File: src/core/ureb_pkg.sv
// Shared constants and types of the serial receive-error, break and baud generator block.
package ureb_pkg;

    // ------------------------------------------------------------------
    // Register offsets (byte addresses on the APB side)
    // ------------------------------------------------------------------
    localparam logic [11:0] OFF_MODE   = 12'h000;  // serial_mode_reg
    localparam logic [11:0] OFF_ERRST  = 12'h004;  // rx_error_status_reg
    localparam logic [11:0] OFF_CTRL   = 12'h008;  // serial_control_reg
    localparam logic [11:0] OFF_CKSEL  = 12'h00c;  // clock_select_reg
    localparam logic [11:0] OFF_BAUD   = 12'h010;  // baud_divider_reg
    localparam logic [11:0] OFF_RXBUF  = 12'h014;  // rx_buffer
    localparam logic [11:0] OFF_TXBUF  = 12'h018;  // tx_buffer

    // ------------------------------------------------------------------
    // Field positions
    // ------------------------------------------------------------------
    localparam int unsigned MODE_POWER_BIT = 7;
    localparam int unsigned MODE_TXE_BIT   = 6;
    localparam int unsigned MODE_RXE_BIT   = 5;
    localparam int unsigned MODE_PAR_LSB   = 3;   // Two bits: parity mode.
    localparam int unsigned MODE_MERGE_BIT = 0;   // error_irq_merge_sel.
    localparam int unsigned CTRL_FLAG_BIT  = 7;   // break_rx_flag, read only.
    localparam int unsigned CTRL_TRIG_BIT  = 6;   // break_rx_trigger.

    // ------------------------------------------------------------------
    // Reset values and counts
    // ------------------------------------------------------------------
    localparam logic [7:0] MODE_RST   = 8'h00;
    localparam logic [3:0] CKSEL_RST  = 4'h0;
    localparam logic [7:0] BAUD_RST   = 8'hff;
    localparam logic [7:0] RXBUF_RST  = 8'hff;
    localparam logic [3:0] CKSEL_MAX  = 4'ha;    // Largest prescaler tap, clk/1024.
    localparam int unsigned PRESC_W   = 11;
    localparam logic [2:0] DATA_LAST  = 3'h7;    // Eight data bits per frame.

    // ------------------------------------------------------------------
    // Types
    // ------------------------------------------------------------------
    typedef enum logic [1:0] {
        UREB_PAR_NONE = 2'h0,
        UREB_PAR_ZERO = 2'h1,
        UREB_PAR_ODD  = 2'h2,
        UREB_PAR_EVEN = 2'h3
    } ureb_parity_t;

    typedef struct packed {
        logic parity;   // Bit 2.
        logic framing;  // Bit 1.
        logic overrun;  // Bit 0.
    } ureb_err_t;

    typedef enum logic [2:0] {
        RX_IDLE  = 3'b000,
        RX_START = 3'b001,
        RX_DATA  = 3'b011,
        RX_PAR   = 3'b010,
        RX_STOP  = 3'b110,
        RX_BRKW  = 3'b111
    } ureb_rxstate_t;

endpackage

File: src/core/ureb_baud_counter.sv
// Programmable divider counter used for both the transmit and the receive baud timing.
`timescale 1ns/1ps
module ureb_baud_counter #(
    parameter int unsigned WIDTH = 8
) (
    input  wire logic             clk,
    input  wire logic             rst,
    input  wire logic             clear,
    input  wire logic             run,
    input  wire logic             tick,
    input  wire logic [WIDTH-1:0] divisor,
    output logic      [WIDTH-1:0] count,
    output logic                  wrap
);

    logic [WIDTH-1:0] count_q;
    logic [WIDTH-1:0] count_d;

    // ------------------------------------------------------------------
    // Counting
    // ------------------------------------------------------------------
    // One wrap is one half bit; two wraps make the 2*k base-clock bit period.
    assign wrap    = run && tick && !clear && (count_q == divisor - WIDTH'(1));
    assign count_d = (clear || wrap) ? '0 : (run && tick) ? count_q + WIDTH'(1) : count_q;
    assign count   = count_q;

    // Clear has priority so a disabled counter sits at zero.
    always_ff @(posedge clk) begin
        if (rst) begin
            count_q <= '0;
        end else begin
            count_q <= count_d;
        end
    end

endmodule

File: src/core/ureb_top.sv
// Receive error handling, noise filter, break field reception and baud generator with APB.
`timescale 1ns/1ps
// Behaviour
// (RULE1) Flag parity error when received parity mismatches configured parity.
// (RULE2) Flag framing error when the stop bit is sampled low.
// (RULE3) Flag overrun when a frame completes while the buffer is unread.
// (RULE4) Any error set at frame end raises a reception error interrupt.
// (RULE5) Reading the error status register clears it to zero.
// (RULE6) Merge select 0 uses separate error interrupt; 1 reports via completion.
// (RULE7) Input sampled on base clock; filter changes only when two samples agree.
// (RULE8) Receive processing lags the pin by two base-clock cycles.
// (RULE9) Software sends break as byte 00H, 8 bits, zero or even parity.
// (RULE10) Software stretches break by loading 1.3 times the divider.
// (RULE11) Break trigger accepted only after power and receive are enabled.
// (RULE12) Break reception detects start bit and shifts data as normally.
// (RULE13) Low width 11 bits or more: completion interrupt, flag and trigger cleared.
// (RULE14) During break reception overrun, parity and framing detection is suppressed.
// (RULE15) During break reception the receive buffer is not loaded.
// (RULE16) Low width 10 bits or less: no interrupt, break mode and bits kept.
// (RULE17) Baud generator has a clock selector and two independent 8-bit counters.
// (RULE18) Base clock runs only while power is enabled, held low otherwise.
// (RULE19) Transmit counter held at zero unless power and transmit enabled.
// (RULE20) Transmit counter clears on first buffer write and back-to-back frame ends.
// (RULE21) Receive counter cleared when off; runs from start bit for one frame.
// (RULE22) Four-bit select picks counter clock; eight-bit field sets the divisor.
// (RULE23) Bit rate is base clock over twice the divisor, divisor 8 to 255.
// (RULE24) On overrun the new byte is not copied into the receive buffer.
module ureb_top
    import ureb_pkg::*;
#(
    parameter int unsigned DIV_W = 8
) (
    input  wire logic        clk,
    input  wire logic        rst,
    input  wire logic        psel,
    input  wire logic        penable,
    input  wire logic        pwrite,
    input  wire logic [11:0] paddr,
    input  wire logic [31:0] pwdata,
    output logic      [31:0] prdata,
    output logic             pready,
    output logic             pslverr,
    input  wire logic        serialInPin,
    input  wire logic        txFrameDone,
    output logic             rxDoneIrq,
    output logic             rxErrIrq,
    output logic             txBaudTick,
    output logic      [7:0]  txData
);

    // ------------------------------------------------------------------
    // Registers
    // ------------------------------------------------------------------
    logic [7:0]         mode_q;
    logic [3:0]         ckSel_q;
    logic [DIV_W-1:0]   baud_q;
    logic [7:0]         rxBuf_q;
    logic               rxFull_q;
    ureb_err_t          errStat_q;
    ureb_err_t          errStat_d;
    logic               brkTrig_q;
    logic               brkFlag_q;
    logic [7:0]         txBuf_q;
    logic               txBusy_q;
    logic               txPending_q;
    logic [31:0]        prdata_q;
    logic [PRESC_W-1:0] presc_q;
    logic               samp0_q;
    logic               samp1_q;
    logic               filt_q;
    logic               filtPrev_q;
    ureb_rxstate_t      state_q;
    logic               half_q;
    logic [2:0]         bitCnt_q;
    logic [7:0]         rxShift_q;
    logic               parBit_q;
    logic               rxDone_q;
    logic               rxErr_q;

    // ------------------------------------------------------------------
    // APB decode
    // ------------------------------------------------------------------
    // Zero wait states: the read word is captured in the setup cycle.
    wire setupRd   = psel && !penable && !pwrite;
    wire access    = psel && penable;
    wire wrEn      = access && pwrite;
    wire rdEn      = access && !pwrite;
    wire selMode   = (paddr == OFF_MODE);
    wire selErrSt  = (paddr == OFF_ERRST);
    wire selCtrl   = (paddr == OFF_CTRL);
    wire selCkSel  = (paddr == OFF_CKSEL);
    wire selBaud   = (paddr == OFF_BAUD);
    wire selRxBuf  = (paddr == OFF_RXBUF);
    wire selTxBuf  = (paddr == OFF_TXBUF);
    wire mapped    = selMode | selErrSt | selCtrl | selCkSel | selBaud | selRxBuf | selTxBuf;
    wire [31:0] rdMux = selMode  ? {24'h0, mode_q} :
                        selErrSt ? {29'h0, errStat_q} :
                        selCtrl  ? {24'h0, brkFlag_q, brkTrig_q, 6'h0} :
                        selCkSel ? {28'h0, ckSel_q} :
                        selBaud  ? {{(32-DIV_W){1'b0}}, baud_q} :
                        selRxBuf ? {24'h0, rxBuf_q} : 32'h0;
    assign pready  = 1'b1;
    assign pslverr = access && !mapped;
    assign prdata  = prdata_q;

    // Mode fields.
    wire powerOn  = mode_q[MODE_POWER_BIT];
    wire txOn     = powerOn && mode_q[MODE_TXE_BIT];
    wire rxOn     = powerOn && mode_q[MODE_RXE_BIT];
    wire mergeSel = mode_q[MODE_MERGE_BIT];
    ureb_parity_t parMode;
    assign parMode = ureb_parity_t'(mode_q[MODE_PAR_LSB+1:MODE_PAR_LSB]);

    // ------------------------------------------------------------------
    // Base clock select and prescaler
    // ------------------------------------------------------------------
    // The base clock is a one-cycle tick every 2^selEff clocks; a tick instead of
    // a gated clock keeps the whole block in one domain.
    wire [3:0]         selEff    = (ckSel_q > CKSEL_MAX) ? CKSEL_MAX : ckSel_q;   // RULE22
    wire [PRESC_W-1:0] prescMask = ~({PRESC_W{1'b1}} << selEff);
    wire               baseTick  = powerOn && ((presc_q & prescMask) == prescMask); // RULE18

    always_ff @(posedge clk) begin
        if (rst || !powerOn) begin
            presc_q <= '0;
        end else begin
            presc_q <= presc_q + PRESC_W'(1);
        end
    end

    // ------------------------------------------------------------------
    // Noise filter
    // ------------------------------------------------------------------
    // Two base-clock samples must agree before the filtered level moves,
    // which costs two base clocks of latency.
    always_ff @(posedge clk) begin
        if (rst) begin
            samp0_q    <= 1'b1;
            samp1_q    <= 1'b1;
            filt_q     <= 1'b1;
            filtPrev_q <= 1'b1;
        end else if (baseTick) begin
            samp0_q    <= serialInPin;                                  // RULE8
            samp1_q    <= samp0_q;
            filt_q     <= (samp0_q == samp1_q) ? samp1_q : filt_q;      // RULE7
            filtPrev_q <= filt_q;
        end
    end

    // ------------------------------------------------------------------
    // Baud counters
    // ------------------------------------------------------------------
    logic             rxWrap;
    logic             txWrap;
    logic [DIV_W-1:0] rxCount;
    logic [DIV_W-1:0] txCount;
    wire rxRun   = (state_q != RX_IDLE) && (state_q != RX_BRKW);        // RULE21
    wire rxClear = !rxOn || !rxRun;                                     // RULE21
    wire txFirst = wrEn && selTxBuf && !txBusy_q;
    wire txClear = !txOn || txFirst || (txFrameDone && txPending_q);    // RULE19 RULE20

    ureb_baud_counter #(.WIDTH(DIV_W)) u_rxCnt (                        // RULE17
        .clk     (clk),
        .rst     (rst),
        .clear   (rxClear),
        .run     (rxRun),
        .tick    (baseTick),
        .divisor (baud_q),
        .count   (rxCount),
        .wrap    (rxWrap)
    );

    ureb_baud_counter #(.WIDTH(DIV_W)) u_txCnt (                        // RULE17
        .clk     (clk),
        .rst     (rst),
        .clear   (txClear),
        .run     (txOn),
        .tick    (baseTick),
        .divisor (baud_q),
        .count   (txCount),
        .wrap    (txWrap)
    );
    assign txBaudTick = txWrap;

    // ------------------------------------------------------------------
    // Receive sequencer
    // ------------------------------------------------------------------
    // Samples fall mid-bit: half a bit after the edge, then every full bit.
    wire sampleEv  = (state_q == RX_START) ? rxWrap : (rxWrap && half_q);     // RULE23
    wire breakMode = brkTrig_q;
    wire parXor    = ^rxShift_q ^ parBit_q;
    wire parErr    = (parMode == UREB_PAR_ODD  && !parXor) ||
                     (parMode == UREB_PAR_EVEN &&  parXor);                    // RULE1
    wire stopEv    = (state_q == RX_STOP) && sampleEv;
    wire normEnd   = stopEv && !breakMode;
    ureb_err_t newErr;
    assign newErr.parity  = normEnd && parErr;                                 // RULE1 RULE14
    assign newErr.framing = normEnd && !filt_q;                                // RULE2 RULE14
    assign newErr.overrun = normEnd && rxFull_q;                               // RULE3 RULE14
    wire anyErr    = |newErr;
    wire bufLoad   = normEnd && !rxFull_q;                                     // RULE24 RULE15
    wire brkDone   = (state_q == RX_BRKW) && filt_q;                           // RULE13

    always_ff @(posedge clk) begin
        if (rst || !rxOn) begin
            state_q   <= RX_IDLE;
            half_q    <= 1'b0;
            bitCnt_q  <= 3'h0;
            rxShift_q <= 8'h0;
            parBit_q  <= 1'b0;
        end else begin
            half_q <= rxWrap ? !half_q : half_q;
            case (state_q)
                RX_IDLE: begin
                    half_q <= 1'b0;
                    if (baseTick && filtPrev_q && !filt_q) begin
                        state_q <= RX_START;                                   // RULE12
                    end
                end
                RX_START: begin
                    bitCnt_q <= 3'h0;
                    half_q   <= 1'b0;
                    if (sampleEv) begin
                        state_q <= filt_q ? RX_IDLE : RX_DATA;
                    end
                end
                RX_DATA: begin
                    if (sampleEv) begin
                        rxShift_q <= {filt_q, rxShift_q[7:1]};
                        bitCnt_q  <= bitCnt_q + 3'h1;
                        if (bitCnt_q == DATA_LAST) begin
                            // Break frames always count a parity slot.
                            state_q <= (breakMode || parMode != UREB_PAR_NONE) ? RX_PAR
                                                                            : RX_STOP;
                        end
                    end
                end
                RX_PAR: begin
                    if (sampleEv) begin
                        parBit_q <= filt_q;
                        state_q  <= RX_STOP;
                    end
                end
                RX_STOP: begin
                    if (sampleEv) begin
                        // Still low at 10.5 bits means a real break.
                        state_q <= (breakMode && !filt_q) ? RX_BRKW : RX_IDLE; // RULE16
                    end
                end
                RX_BRKW: begin
                    if (filt_q) begin
                        state_q <= RX_IDLE;
                    end
                end
                default: begin
                    state_q <= RX_IDLE;
                end
            endcase
        end
    end

    // ------------------------------------------------------------------
    // Interrupt pulses
    // ------------------------------------------------------------------
    always_ff @(posedge clk) begin
        if (rst) begin
            rxDone_q <= 1'b0;
            rxErr_q  <= 1'b0;
        end else begin
            rxDone_q <= brkDone || (normEnd && (!anyErr || mergeSel));        // RULE6 RULE13
            rxErr_q  <= anyErr && !mergeSel;                                   // RULE4 RULE6
        end
    end
    assign rxDoneIrq = rxDone_q;
    assign rxErrIrq  = rxErr_q;

    // ------------------------------------------------------------------
    // Status and buffers
    // ------------------------------------------------------------------
    // A new error in the read cycle survives the read-clear.
    assign errStat_d = ((rdEn && selErrSt) ? ureb_err_t'(3'h0) : errStat_q) | newErr; // RULE5

    always_ff @(posedge clk) begin
        if (rst) begin
            errStat_q <= '0;
            rxBuf_q   <= RXBUF_RST;
            rxFull_q  <= 1'b0;
        end else begin
            errStat_q <= errStat_d;
            rxBuf_q   <= bufLoad ? rxShift_q : rxBuf_q;                        // RULE15
            rxFull_q  <= bufLoad || (rxFull_q && !(rdEn && selRxBuf));
        end
    end

    // ------------------------------------------------------------------
    // Software registers
    // ------------------------------------------------------------------
    // The trigger is only armed once power and receive are on; the flag
    // marks a break frame in progress and both drop together on success.
    wire trigWr = wrEn && selCtrl && rxOn;                                     // RULE11
    always_ff @(posedge clk) begin
        if (rst) begin
            mode_q    <= MODE_RST;
            ckSel_q   <= CKSEL_RST;
            baud_q    <= BAUD_RST;
            brkTrig_q <= 1'b0;
            brkFlag_q <= 1'b0;
            prdata_q  <= 32'h0;
        end else begin
            mode_q   <= (wrEn && selMode) ? pwdata[7:0] : mode_q;
            ckSel_q  <= (wrEn && selCkSel) ? pwdata[3:0] : ckSel_q;
            baud_q   <= (wrEn && selBaud) ? pwdata[DIV_W-1:0] : baud_q;        // RULE22
            prdata_q <= setupRd ? rdMux : prdata_q;
            if (brkDone || !rxOn) begin
                brkTrig_q <= 1'b0;                                             // RULE13
                brkFlag_q <= 1'b0;
            end else begin
                brkTrig_q <= trigWr ? pwdata[CTRL_TRIG_BIT] : brkTrig_q;
                brkFlag_q <= brkFlag_q || (brkTrig_q && state_q == RX_START);
            end
        end
    end

    // Transmit buffer bookkeeping for the counter clear.
    always_ff @(posedge clk) begin
        if (rst || !txOn) begin
            txBuf_q     <= 8'h0;
            txBusy_q    <= 1'b0;
            txPending_q <= 1'b0;
        end else begin
            txBuf_q     <= (wrEn && selTxBuf) ? pwdata[7:0] : txBuf_q;
            txBusy_q    <= txFirst || (txBusy_q && !(txFrameDone && !txPending_q));
            txPending_q <= (wrEn && selTxBuf && txBusy_q) ||
                           (txPending_q && !txFrameDone);
        end
    end
    assign txData = txBuf_q;
endmodule

File: config.mk
export PLATFORM = sky130hd
export DESIGN_NAME = ureb_top
export DESIGN_NICKNAME = d
export VERILOG_FILES = /design/src/core/ureb_pkg.sv /design/src/core/ureb_baud_counter.sv /design/src/core/ureb_top.sv
export SDC_FILE = /design/constraint.sdc
export NUM_CORES = 1
export LEC_CHECK = 0
export ABC_CLOCK_PERIOD_IN_PS = 4000
export BUFFER_PORTS_ARGS = -buffer_cell sky130_fd_sc_hd__buf_2
export CORE_MARGIN = 4
export CORE_UTILIZATION = 44
export CTS_BUF_LIST = sky130_fd_sc_hd__clkbuf_8
export CTS_CLUSTER_DIAMETER = 120
export DETAILED_ROUTE_END_ITERATION = 7
export PLACE_DENSITY_LB_ADDON = 0.1
export REMOVE_ABC_BUFFERS = 1
export SLEW_MARGIN = 20
export SYNTH_ARGS = -nofsm -noshare
export SYNTH_HDL_FRONTEND = slang
export SYNTH_HIERARCHICAL = 1
export SYNTH_SLANG_ARGS = --single-unit
File: constraint.sdc
create_clock -name clk -period 4 [get_ports clk]
set_input_delay 0.2 -clock clk [delete_from_list [all_inputs] [get_ports clk]]
set_output_delay 0.2 -clock clk [all_outputs]
set_load 0.01 [all_outputs]
==> Word-level counts from Yosys, hierarchy flattened <==
Index checks and enable logic that the tools add are counted.
{ "op_classes": {"n_addsub": 5, "magnitude_cmp": 1, "n_eq_ne": 26, "n_shift": 1, "n_mux": 22, "n_bitwise": 10, "reduce_logical": 101} }
{ "ops": {"columns": ["cell", "count"], "rows": [
  ["8-bit two-way mux", 6],
  ["1-bit logical AND", 47],
  ["12-bit by 5-bit equality test with 1-bit output (second input constant)", 3],
  ["3-bit two-way mux", 11],
  ["12-bit by 4-bit equality test with 1-bit output (second input constant)", 2],
  ["1-bit logical NOT", 21],
  ["3-bit one-hot mux with 6 select lines", 1],
  ["1-bit logical OR", 17],
  ["8-bit by 1-bit adder with 8-bit output (second input constant)", 2],
  ["8-bit equality test", 2],
  ["2-bit != test (second input constant)", 7],
  ["12-bit by 3-bit equality test with 1-bit output (second input constant)", 1],
  ["12-bit logical NOT", 1],
  ["11-bit by 1-bit adder with 11-bit output (second input constant)", 1],
  ["11-bit AND", 1],
  ["11-bit equality test", 1],
  ["11-bit NOT", 1],
  ["11-bit by 4-bit << shifter with 11-bit output (first input constant)", 1],
  ["3-bit equality test (second input constant)", 3],
  ["2-bit AND reduction", 4],
  ["8-bit XOR reduction", 1],
  ["8-bit by 1-bit subtractor with 8-bit output (second input constant)", 1],
  ["7-bit AND reduction", 1],
  ["3-bit by 2-bit equality test with 1-bit output (second input constant)", 2],
  ["18 further kinds", 28]
]} }
{ "word_totals": {"register_bits": 125, "inputBits": 51, "output_inout_bits": 45} }

==> Depth between registers and ports, before layout <==
Gate-level depths: netlist (run 1).
{ "logic_depth": {"word_depth": 20, "ltp_mapped": 15} }

==> Cells and area by module <==
The synthesis (run 1) kept the hierarchy.
{ "modules_own_cells": {"columns": ["mod", "n_inst", "cells_each", "area_per_inst_um2", "seq_area_each_um2"], "rows": [
  ["ureb_top", 1, 495, 4144.0, 1681.6],
  ["ureb_baud_counter", 2, 80, 664.4, 160.2]
]} }

==> Least setup slack after synthesis (run 1) <==
No wires, ideal clock.
{ "synth_timing": {"path_kind": "reg-to-reg", "startpoint": "register presc_q[1]", "endpoint": "register rxShift_q[7]", "setup_ps": 128, "t_arrival_ps": 3307, "setup_slack_ps": 565, "path_stages_with_launch": 15, "path_buffers": 2, "period_less_slack_ps": 3435, "cell_sequence": "dfxtp_1 nand2b_4 a211o_1 a2111o_1 nor2_1 and2_1 buf_2 nor3b_1 o2111ai_1 a211oi_4 nand2_1 nor3_1 buf_4 mux2i_1 nor2_1"} }
{ "synth_between": {"elab_chain_cells": 9} }
{ "synth_lines": {"columns": ["element", "line", "source"], "rows": [
  ["start: declaration", "ureb_top.sv:67", "logic [PRESC_W-1:0] presc_q;"],
  ["start signal: assignment", "ureb_top.sv:127", "presc_q <= presc_q + PRESC_W'(1);"],
  ["11-bit AND *", "ureb_top.sv:121", "wire baseTick = powerOn && ((presc_q & prescMask) == prescMask);"],
  ["11-bit equality test *", "ureb_top.sv:121", null],
  ["1-bit logical AND *", "ureb_top.sv:121", null],
  ["via baseTick", "ureb_top.sv:121", null],
  ["1-bit logical AND * (3 in series)", "ureb_baud_counter.sv:23", "assign wrap = run && tick && !clear && (count_q == divisor - WIDTH'(1));"],
  ["via rxWrap", "ureb_top.sv:153", "logic rxWrap;"],
  ["1-bit logical AND", "ureb_top.sv:189", "wire sampleEv = (state_q == RX_START) ? rxWrap : (rxWrap && half_q);"],
  ["1-bit two-way mux *", "ureb_top.sv:189", null],
  ["2-bit AND reduction (no line) *", null, null],
  ["end signal: assignment", "ureb_top.sv:229", "rxShift_q <= {filt_q, rxShift_q[7:1]};"],
  ["end: declaration", "ureb_top.sv:75", "logic [7:0] rxShift_q;"]
]} }
The timed path passes the listed nets; every way through them passes the cells marked *.
A chain may end at the register's enable or synchronous reset.

==> Worst setup path in the final report (run 1) <==
{ "layout_timing": {"startpoint": "register ckSel_q[0]", "endpoint": "register state_q[0]"} }
{ "layout_between": {"elab_chain_cells": 14} }
{ "layout_lines": {"columns": ["element", "line", "source"], "rows": [
  ["start: declaration", "ureb_top.sv:55", "logic [3:0] ckSel_q;"],
  ["start signal: assignment", "ureb_top.sv:311", "ckSel_q <= (wrEn && selCkSel) ? pwdata[3:0] : ckSel_q;"],
  ["4-bit > comparator", "ureb_top.sv:119", "wire [3:0] selEff = (ckSel_q > CKSEL_MAX) ? CKSEL_MAX : ckSel_q;"],
  ["4-bit two-way mux *", "ureb_top.sv:119", null],
  ["11-bit by 4-bit << shifter with 11-bit output *", "ureb_top.sv:120", "wire [PRESC_W-1:0] prescMask = ~({PRESC_W{1'b1}} << selEff);"],
  ["11-bit NOT *", "ureb_top.sv:120", null],
  ["11-bit AND", "ureb_top.sv:121", null],
  ["11-bit equality test *", "ureb_top.sv:121", null],
  ["1-bit logical AND *", "ureb_top.sv:121", null],
  ["via baseTick", "ureb_top.sv:121", null],
  ["1-bit logical AND * (3 in series)", "ureb_baud_counter.sv:23", null],
  ["via rxWrap", "ureb_top.sv:153", null],
  ["1-bit logical AND", "ureb_top.sv:189", null],
  ["1-bit two-way mux *", "ureb_top.sv:189", null],
  ["2-bit != test (no line)", null, null],
  ["7-bit AND reduction (no line) *", null, null],
  ["end signal: assignment", "ureb_top.sv:224", "state_q <= filt_q ? RX_IDLE : RX_DATA;"],
  ["end signal: assignment", "ureb_top.sv:233", "state_q <= (breakMode || parMode != UREB_PAR_NONE) ? RX_PAR"],
  ["end signal: assignment", "ureb_top.sv:247", "state_q <= (breakMode && !filt_q) ? RX_BRKW : RX_IDLE;"],
  ["end: declaration", "ureb_top.sv:72", "ureb_rxstate_t state_q;"]
]} }
Marked as above.

==> metrics.md, run 1 <==
| Metric | Value |
|---|---|
| Status | `complete, no violations` |
| Die height | `120 µm` |
| Antenna Cells | `0` |
| Overall Power | `0.00176 W` |
| DP HPWL | `10000 µm` |
| Critical path capture point type | `flip-flop` |
| DP Worst Slack | `0.284 ns` |
| Core Box Area | `12100 µm²` |
| Largest net degree at the start of global routing | `39` |
| Tcrit/Tclk final | `93.0%` |
| DRC viols | `0` |
| Mapped Area | `5470 µm²` |
| Yosys Warn Count | `6` |
| Via count | `4685` |
| Worst min path class | `primary input to flip-flop` |
| Fill cell count | `1207` |
| Layout area overhead | `8.96%` |
| Worst-Margin Slew | `0.693 ns` |
| Yosys cell types | `74` |
| Post-cts resize count | `0` |
| Setup repair bufs after CTS | `0` |
| Worst skew pair latency | `0.39 ns` |
| CTS Buffer Depth | `2` |
| Critical path's slowest cell | `a2111o_1` |
| Maximum capacitance violations | `0` |
| Wire per inst | `15.7 µm` |
| Layout Nets | `748` |
| Final Max Tran Viols | `0` |
| Critical path peak fanout | `11` |
| Fin cells | `863` |
| Post-synthesis register bit count | `100` |
| Final setup TNS | `0 ns` |
| Initial Util | `45.2%` |
| Fraction of registers with async set/reset | `0%` |
| Final Hold Viols | `0` |
| CTS Root Cell | `clkbuf_8` |
| Post-synth EDFFs | `0` |
| Leakage Power | `2.24 nW` |
| Skew final | `0.0147 ns` |
| Vias in the first global route | `4410` |
| Syn Inst Count | `655` |
| Clk slew on worst S/H paths | `0.11 ns` |
| PwrDens | `295 nW/µm²` |
| First-pass GRT wire length | `22200 µm` |
| Worst setup SP type | `flip-flop` |
| Full die area | `14300 µm²` |
| GRT Overall Usage | `19.2%` |
| Grt ovf | `0` |
| Most common cell after layout, fill and taps aside | `dfxtp_1` |
| Drt total wl | `13600 µm` |
| Initial DRC count | `347` |
| Max_slew headroom | `53.7%` |
| DRT Pass-1 Iters | `5` |
| Placed cell count | `847` |
| Worst EP required | `4.31 ns` |
| Seq/Total Area, Yosys | `36.6%` |
| Post-CTS Hold Buffers | `0` |
| Avg Cell Area, Syn | `8.36 µm²` |
| Top FF cell, synth | `dfxtp_1` |
| IR drop worst, VDD | `261 µV` |
| Via/cell ratio | `5.43` |
| Initial antenna violation count | `0` |
| RSZ-0062 raised after global routing | `no` |
| I/O pin total | `96` |
| Port Buf Inserts | `46` |
| Worst path cell trace | `nand2b_4 > a211o_1 > a2111o_1 > nor2_1 > and2_1 > nor3b_1 > o2111ai_1 > a211oi_4 > buf_4 > nand2b_1 > a21boi_0 > o22ai_1 > o22a_1 > a221oi_2` |
| Final setup margin | `0.279 ns` |
| Endpoints failing setup | `0` |
| Top delay family on crit path | `compound AO/OA/AOI/OAI gates` |
| CP peak stage delay | `0.45 ns` |
| Final instance area | `5960 µm²` |
| Die Width | `120 µm` |
| Most frequent cells in the layout | `dfxtp_1 (100), nand2_1 (91), nor2_1 (55)` |
| CP Buf/Inv Count | `1` |
| H-tree levels | `3` |
| Row cnt | `40` |
| CP arrival | `4.03 ns` |
| Placed cell areas | `5760 µm²` |
| Share of post-route cells with drive strength above 1 | `14.0%` |
| CTS tree | `built` |
| RD Place Congestion | `0.862` |
| FMAX | `269 MHz` |
| Post-DRT Antenna Nets | `0` |
| CTS Buf Count | `9` |
| Worst Setup Path Type | `flip-flop to flip-flop` |
| Total number of clock tree sinks | `100` |
| Fin crit period | `3.72 ns` |
[cells in the mapped netlist, types with 6 or more instances]
master | n | area share, %
a21oi_1 | 39 | 3.6
and2_1 | 6 | 0.69
and3_1 | 8 | 0.91
buf_2 | 10 | 0.91
buf_4 | 29 | 4.0
clkbuf_1 | 12 | 0.82
dfxtp_1 | 100 | 37
ha_1 | 7 | 1.6
inv_1 | 14 | 0.96
mux2i_1 | 21 | 3.8
nand2_1 | 91 | 6.2
nand2b_1 | 11 | 1.3
nand3_1 | 41 | 3.7
nand4_1 | 12 | 1.4
nor2_1 | 55 | 3.8
nor3_1 | 14 | 1.3
nor4_1 | 17 | 1.9
o21ai_0 | 17 | 1.6
xnor2_1 | 22 | 3.5
xor2_1 | 22 | 3.5
[worst reg2reg max path: cells and delay by family, from the launching register on]
family	cells	cell delay [ns]
DFF	1	0.39
buffers and inverters	1	0.24
AOI/OAI and AO/OA	8	2.14
and+or+nand+nor	5	0.86
[path summary, 6_finish.rpt]
path / start / to / slack, ns / cells after the start
max: ckSel_q[0]$_SDFFE_PP0P_ / state_q[0]$_SDFFE_PP0P_ / 0.28 / 14
min reg2reg: txData[0]$_SDFFE_PP0P_ / txData[0]$_SDFFE_PP0P_ / 0.46 / 2
max reg2reg: ckSel_q[0]$_SDFFE_PP0P_ / state_q[0]$_SDFFE_PP0P_ / 0.28 / 14
min: serialInPin / samp0_q$_SDFFE_PP1P_ / 0.03 / 3
[metal layers]
layer  track usage, %  up-vias  part of all wire, %
li1                 -     2347                    -
met3             4.52       21                  4.5
met2             30.7      112                   47
met4             5.73        0                  1.7
met1             25.8     2205                   47
met5                0        -                    0
[layout make-up]
cell class                      instances  area [µm²]  share of cell area (%)
Clock inverter                          7        83.8                    1.41
Sequential cell                       100        2000                    33.6
Multi-Input combinational cell        507        3170                    53.2
Timing Repair Buffer                   57         313                    5.25
Inverter                               15        56.3                   0.944
Tap cell                              168         210                    3.52
Clock buffer                            9         124                    2.08
[where the power goes]
group	switching (W)	leakage (nW)	internal, W
sequential	0.00000117	0.806	0.000997
clock	0.000387	0.102	0.000300
combinational	0.0000528	1.33	0.0000212
[registers in the layout (all words and copies together), names as in the netlist, 3 cells and up]
register / flops
baud_q: 8
bitCnt_q: 3
ckSel_q: 4
errStat_q: 3
mode_q: 8
prdata: 8
presc_q: 10
rxBuf_q: 8
rxShift_q: 8
state_q: 3
txData: 8
u_rxCnt/count: 8
u_txCnt/count: 8
[kinds of logic after synthesis]
| logic type | after synthesis | synth area share (%) |
|---|---|---|
| xor gates and xnor gates | 45 | 7.45 |
| AOI/OAI and AO/OA | 114 | 15.0 |
| adders and majority gates | 7 | 1.60 |
| muxes | 25 | 4.66 |
| buffers and inverters | 71 | 7.09 |
| other | 2 | 0.137 |
| and+or+nand+nor | 291 | 27.5 |
| DFF | 100 | 36.6 |
[metrics by stage]
stage               utilization (%)  hold WS (ns)
finish                         49.2        0.0350
global route                   49.2        0.0510
CTS                            49.2        0.0179
detailed placement             47.5         0.444
global placement               47.5         0.433
floorplan                         -         0.269
No activity file was read; power rests on OpenSTA's default activity.
==> run 2, diff against run 1 <==
--- a/config.mk
+++ b/config.mk
@@ -17,5 +17,4 @@
 export SLEW_MARGIN = 20
 export SYNTH_ARGS = -nofsm -noshare
 export SYNTH_HDL_FRONTEND = slang
-export SYNTH_HIERARCHICAL = 1
 export SYNTH_SLANG_ARGS = --single-unit
==> constraint.sdc (replaced) <==
create_clock -name clk -period 4 [get_ports clk]
set_input_delay 0.2 -clock clk [delete_from_list [all_inputs] [get_ports clk]]
set_output_delay 0.2 -clock clk [all_outputs]
set_load 0.005 [all_outputs]
==> metrics.md, run 2 <==
| Metric | Value |
|---|---|
| Reg area | `2000 µm² (unchanged)` |
| CTS Buf Count | `9 (unchanged)` |
| RD Place Congestion | `0.858 (-0.49%)` |
| Area share of the largest cell type after synthesis | `37.6% (+0.99 points)` |
| DRC viols | `0 (unchanged)` |
| Critical path's slowest cell | `and4_1` |
| CTS Buffer Depth | `2 (unchanged)` |
| Top FF cell, synth | `dfxtp_1` |
| Flop2flop setup slack | `0.67 ns (+0.39 ns)` |
| Yosys cell types | `65 (-12%)` |
| Most frequent cells in the layout | `dfxtp_1 (100), nor2_1 (83), buf_2 (46)` |
| GR Layer Usage met1 | `24.1% (-1.7 points)` |
| Met3 Usage GRT | `4.08% (-0.44 points)` |
| GRT Overall Usage | `18.5% (-0.71 points)` |
| Port Buf Inserts | `46 (unchanged)` |
| Overall Power | `0.00168 W (-4.4%)` |
| Layout Nets | `695 (-7.1%)` |
| Most common cell after layout, fill and taps aside | `dfxtp_1` |
| Clock power frac | `36.9% (-2.2 points)` |
| Share of post-route cells with drive strength above 1 | `14.6% (+0.66 points)` |
| Status | `complete, no violations` |
| Post-CTS Hold Buffers | `0 (unchanged)` |
| Leakage Power | `2.09 nW (-6.5%)` |
| Most flops, register | `presc_q` |
| Total number of clock tree sinks | `100 (unchanged)` |
| H-tree levels | `3 (unchanged)` |
| GRT busiest layer | `met2` |
| Post-synthesis register bit count | `100 (unchanged)` |
| R2R Path End | `bitCnt_q[0]$_SDFFE_PP0P_` |
| Hold EP | `samp0_q$_SDFFE_PP1N_` |
| Fraction of registers with async set/reset | `0% (unchanged)` |
| Setup repair bufs after CTS | `0 (unchanged)` |
| I/O pin total | `96 (unchanged)` |
| Largest net degree at the start of global routing | `49 (+26%)` |
| Row cnt | `39 (-2.5%)` |
| Initial antenna violation count | `0 (unchanged)` |
| PwrDens | `293 nW/µm² (-0.67%)` |
| Post-DRT Antenna Nets | `0 (unchanged)` |
| Critical path peak fanout | `13 (+2)` |
| Avg Cell Area, Syn | `8.79 µm² (+5.2%)` |
| Count leader, synth | `dfxtp_1` |
| Antenna Cells | `0 (unchanged)` |
| Worst-Margin Slew | `1.03 ns (+0.335 ns)` |
| Vias in the first global route | `4119 (-6.6%)` |
| Synth area leaders | `dfxtp_1 (38%), mux2i_1 (6.4%), nor2_1 (5.8%)` |
| Fin crit period | `3.33 ns (-0.393 ns)` |
| Initial Util | `45.9% (+0.70 points)` |
| Via count | `4268 (-8.9%)` |
| Worst hold path depth | `2 (-1)` |
| Wire per inst | `15.9 µm (+0.85%)` |
| Area leader, netlist | `dfxtp_1` |
| Post-synth top cells | `dfxtp_1 (100), nor2_1 (83), nand2_1 (41), mux2i_1 (34), xnor2_1 (28)` |
| Post-cts resize count | `0 (unchanged)` |
| Combinational Power Share | `3.7% (-0.5 points)` |
| FMAX | `300 MHz (+12%)` |
| Clk slew on worst S/H paths | `0.10 ns (about the same)` |
| Critical path capture point type | `flip-flop` |
| Worst setup SP type | `flip-flop` |
| Skew final | `0.0148 ns (+0.000174 ns)` |
| Reg2Reg Depth | `7 (-7)` |
| Seq/Total Area, Yosys | `37.6% (+0.99 points)` |
| Fill cell count | `1146 (-5.1%)` |
| Final hold slack | `0.0333 ns (-0.00167 ns)` |
| CP peak stage delay | `0.67 ns (+0.22 ns)` |
| Met2 Resource Use GR | `30.2% (-0.50 points)` |
| Switching share of power | `23.0% (-2.1 points)` |
| Die Width | `118 µm (-1.2%)` |
| Tcrit/Tclk final | `83.2% (-9.8 points)` |
| DRT Pass-1 Iters | `5 (unchanged)` |
| P_sw | `0.000387 W (-12%)` |
| Initial DRC count | `249 (-28%)` |
| Layout area overhead | `7.75%` |
| Final Max Tran Viols | `0 (unchanged)` |
| IR drop worst, VDD | `195 µV (-25%)` |
| Worst EP required | `4.31 ns (about the same)` |
| Die height | `118 µm (-1.2%)` |
| Power Internal | `0.00130 W (-1.7%)` |
| Final setup TNS | `0 ns (unchanged)` |
| CTS Root Cell | `clkbuf_8` |
| Post-synth EDFFs | `0 (unchanged)` |
| CTS tree | `built` |
| Via/cell ratio | `5.43 (about the same)` |
| Endpoints failing setup | `0 (unchanged)` |
| Full die area | `13900 µm² (-2.5%)` |
| Yosys Warn Count | `0 (-6)` |
| Final Util | `49.4% (+0.20 points)` |
| Reg-to-reg startpoint | `baud_q[2]$_SDFFE_PP1P_` |
| First-pass GRT wire length | `21000 µm (-5.5%)` |
| Syn Inst Count | `606 (-7.5%)` |
| DP HPWL | `9240 µm (-7.9%)` |
| Core Box Area | `11600 µm² (-4.1%)` |
| Worst skew pair latency | `0.39 ns (about the same)` |
| Grt ovf | `0 (unchanged)` |
| Maximum capacitance violations | `0 (unchanged)` |
| Mapped Area | `5330 µm² (-2.6%)` |
| Max_slew headroom | `31.1% (-23 points)` |
| CP arrival | `3.64 ns (-0.39 ns)` |
| Worst path cell trace | `or4_4 > nor4_4 > mux2_2 > a211oi_4 > and4_1 > mux2_1 > nor2_1` |
| Final Hold Viols | `0 (unchanged)` |
| Reg power frac | `59.4% (+2.7 points)` |
| Drt total wl | `12500 µm (-8.2%)` |
| Largest register FFs | `10 (unchanged)` |
| Hold wc startpoint | `serialInPin` |
| Worst Setup Path Type | `flip-flop to flip-flop` |
| Area of the multi-input gates | `3060 µm² (-3.7%)` |
| RSZ-0062 raised after global routing | `no` |
| Worst min path class | `primary input to flip-flop` |
[run 2: metrics by stage]
| step | cell area, µm² | instances | worst slack [ns] |
|---|---|---|---|
| floorplan | 5090 | 575 | 1.08 |
| global placement | 5550 | 770 | 0.757 |
| detailed placement | 5550 | 770 | 0.726 |
| CTS | 5740 | 786 | 0.688 |
| global route | 5740 | 786 | 0.497 |
| finish | 5740 | 786 | 0.672 |
[run 2: cell type report]
class | instances | area share, %
multi-input cells | 464 | 53.2
flip-flops and latches | 100 | 34.9
repair buffers | 52 | 4.79
well taps | 143 | 3.12
clock buffers | 12 | 2.88
inverters | 11 | 0.719
clock inverters | 4 | 0.392
[run 2: how the worst max path moves through the flow]
stage | cells after the start | startpoint | endpoint
after CTS | 7 | baud_q[2]$_SDFFE_PP1P_ | bitCnt_q[0]$_SDFFE_PP0P_
after global routing | 9 | baud_q[0]$_SDFFE_PP1P_ | bitCnt_q[0]$_SDFFE_PP0P_
final | 7 | baud_q[2]$_SDFFE_PP1P_ | bitCnt_q[0]$_SDFFE_PP0P_
after global placement | 7 | baud_q[2]$_SDFFE_PP1P_ | bitCnt_q[0]$_SDFFE_PP0P_
after detailed placement | 7 | baud_q[2]$_SDFFE_PP1P_ | bitCnt_q[0]$_SDFFE_PP0P_
after floorplan | 7 | ckSel_q[1]$_SDFFE_PP0P_ | bitCnt_q[0]$_SDFFE_PP0P_
[run 2: layer usage]
| metal | vias to the layer above | wire length, µm |
|---|---|---|
| li1 | 2150 | - |
| met1 | 2007 | 5820 |
| met2 | 98 | 5830 |
| met3 | 13 | 602 |
| met4 | 0 | 203 |
| met5 | - | 0 |
[run 2: logic make-up (layout without fill, tap and decap cells)]
family | after synthesis | in the layout | share of synthesized area (%)
xor gates and xnor gates | 52 | 52 | 9.06
muxes | 37 | 37 | 7.02
and+or+nand+nor | 236 | 236 | 23.4
adders and majority gates | 6 | 6 | 1.41
DFF | 100 | 100 | 37.6
AOI/OAI and AO/OA | 108 | 108 | 14.6
other | 2 | 25 | 0.141
buffers and inverters | 65 | 79 | 6.79
[run 2: critical path: cells and delay by family, from the launching register on]
family | cells | cell delay (ns)
compound gates | 1 | 0.43
simple gates | 4 | 1.59
mux | 2 | 0.78
flops | 1 | 0.45
[run 2: power by group through the flow]
stage          clock network, W  logic [W]  registers [W]
6_report               0.000620  0.0000629        0.00100
2_1_floorplan                 0  0.0000214        0.00102
3_3_place_gp                  0  0.0000607        0.00102
4_1_cts                0.000651  0.0000617        0.00100
5_1_grt                0.000696  0.0000692        0.00100
3_5_place_dp                  0  0.0000617        0.00102
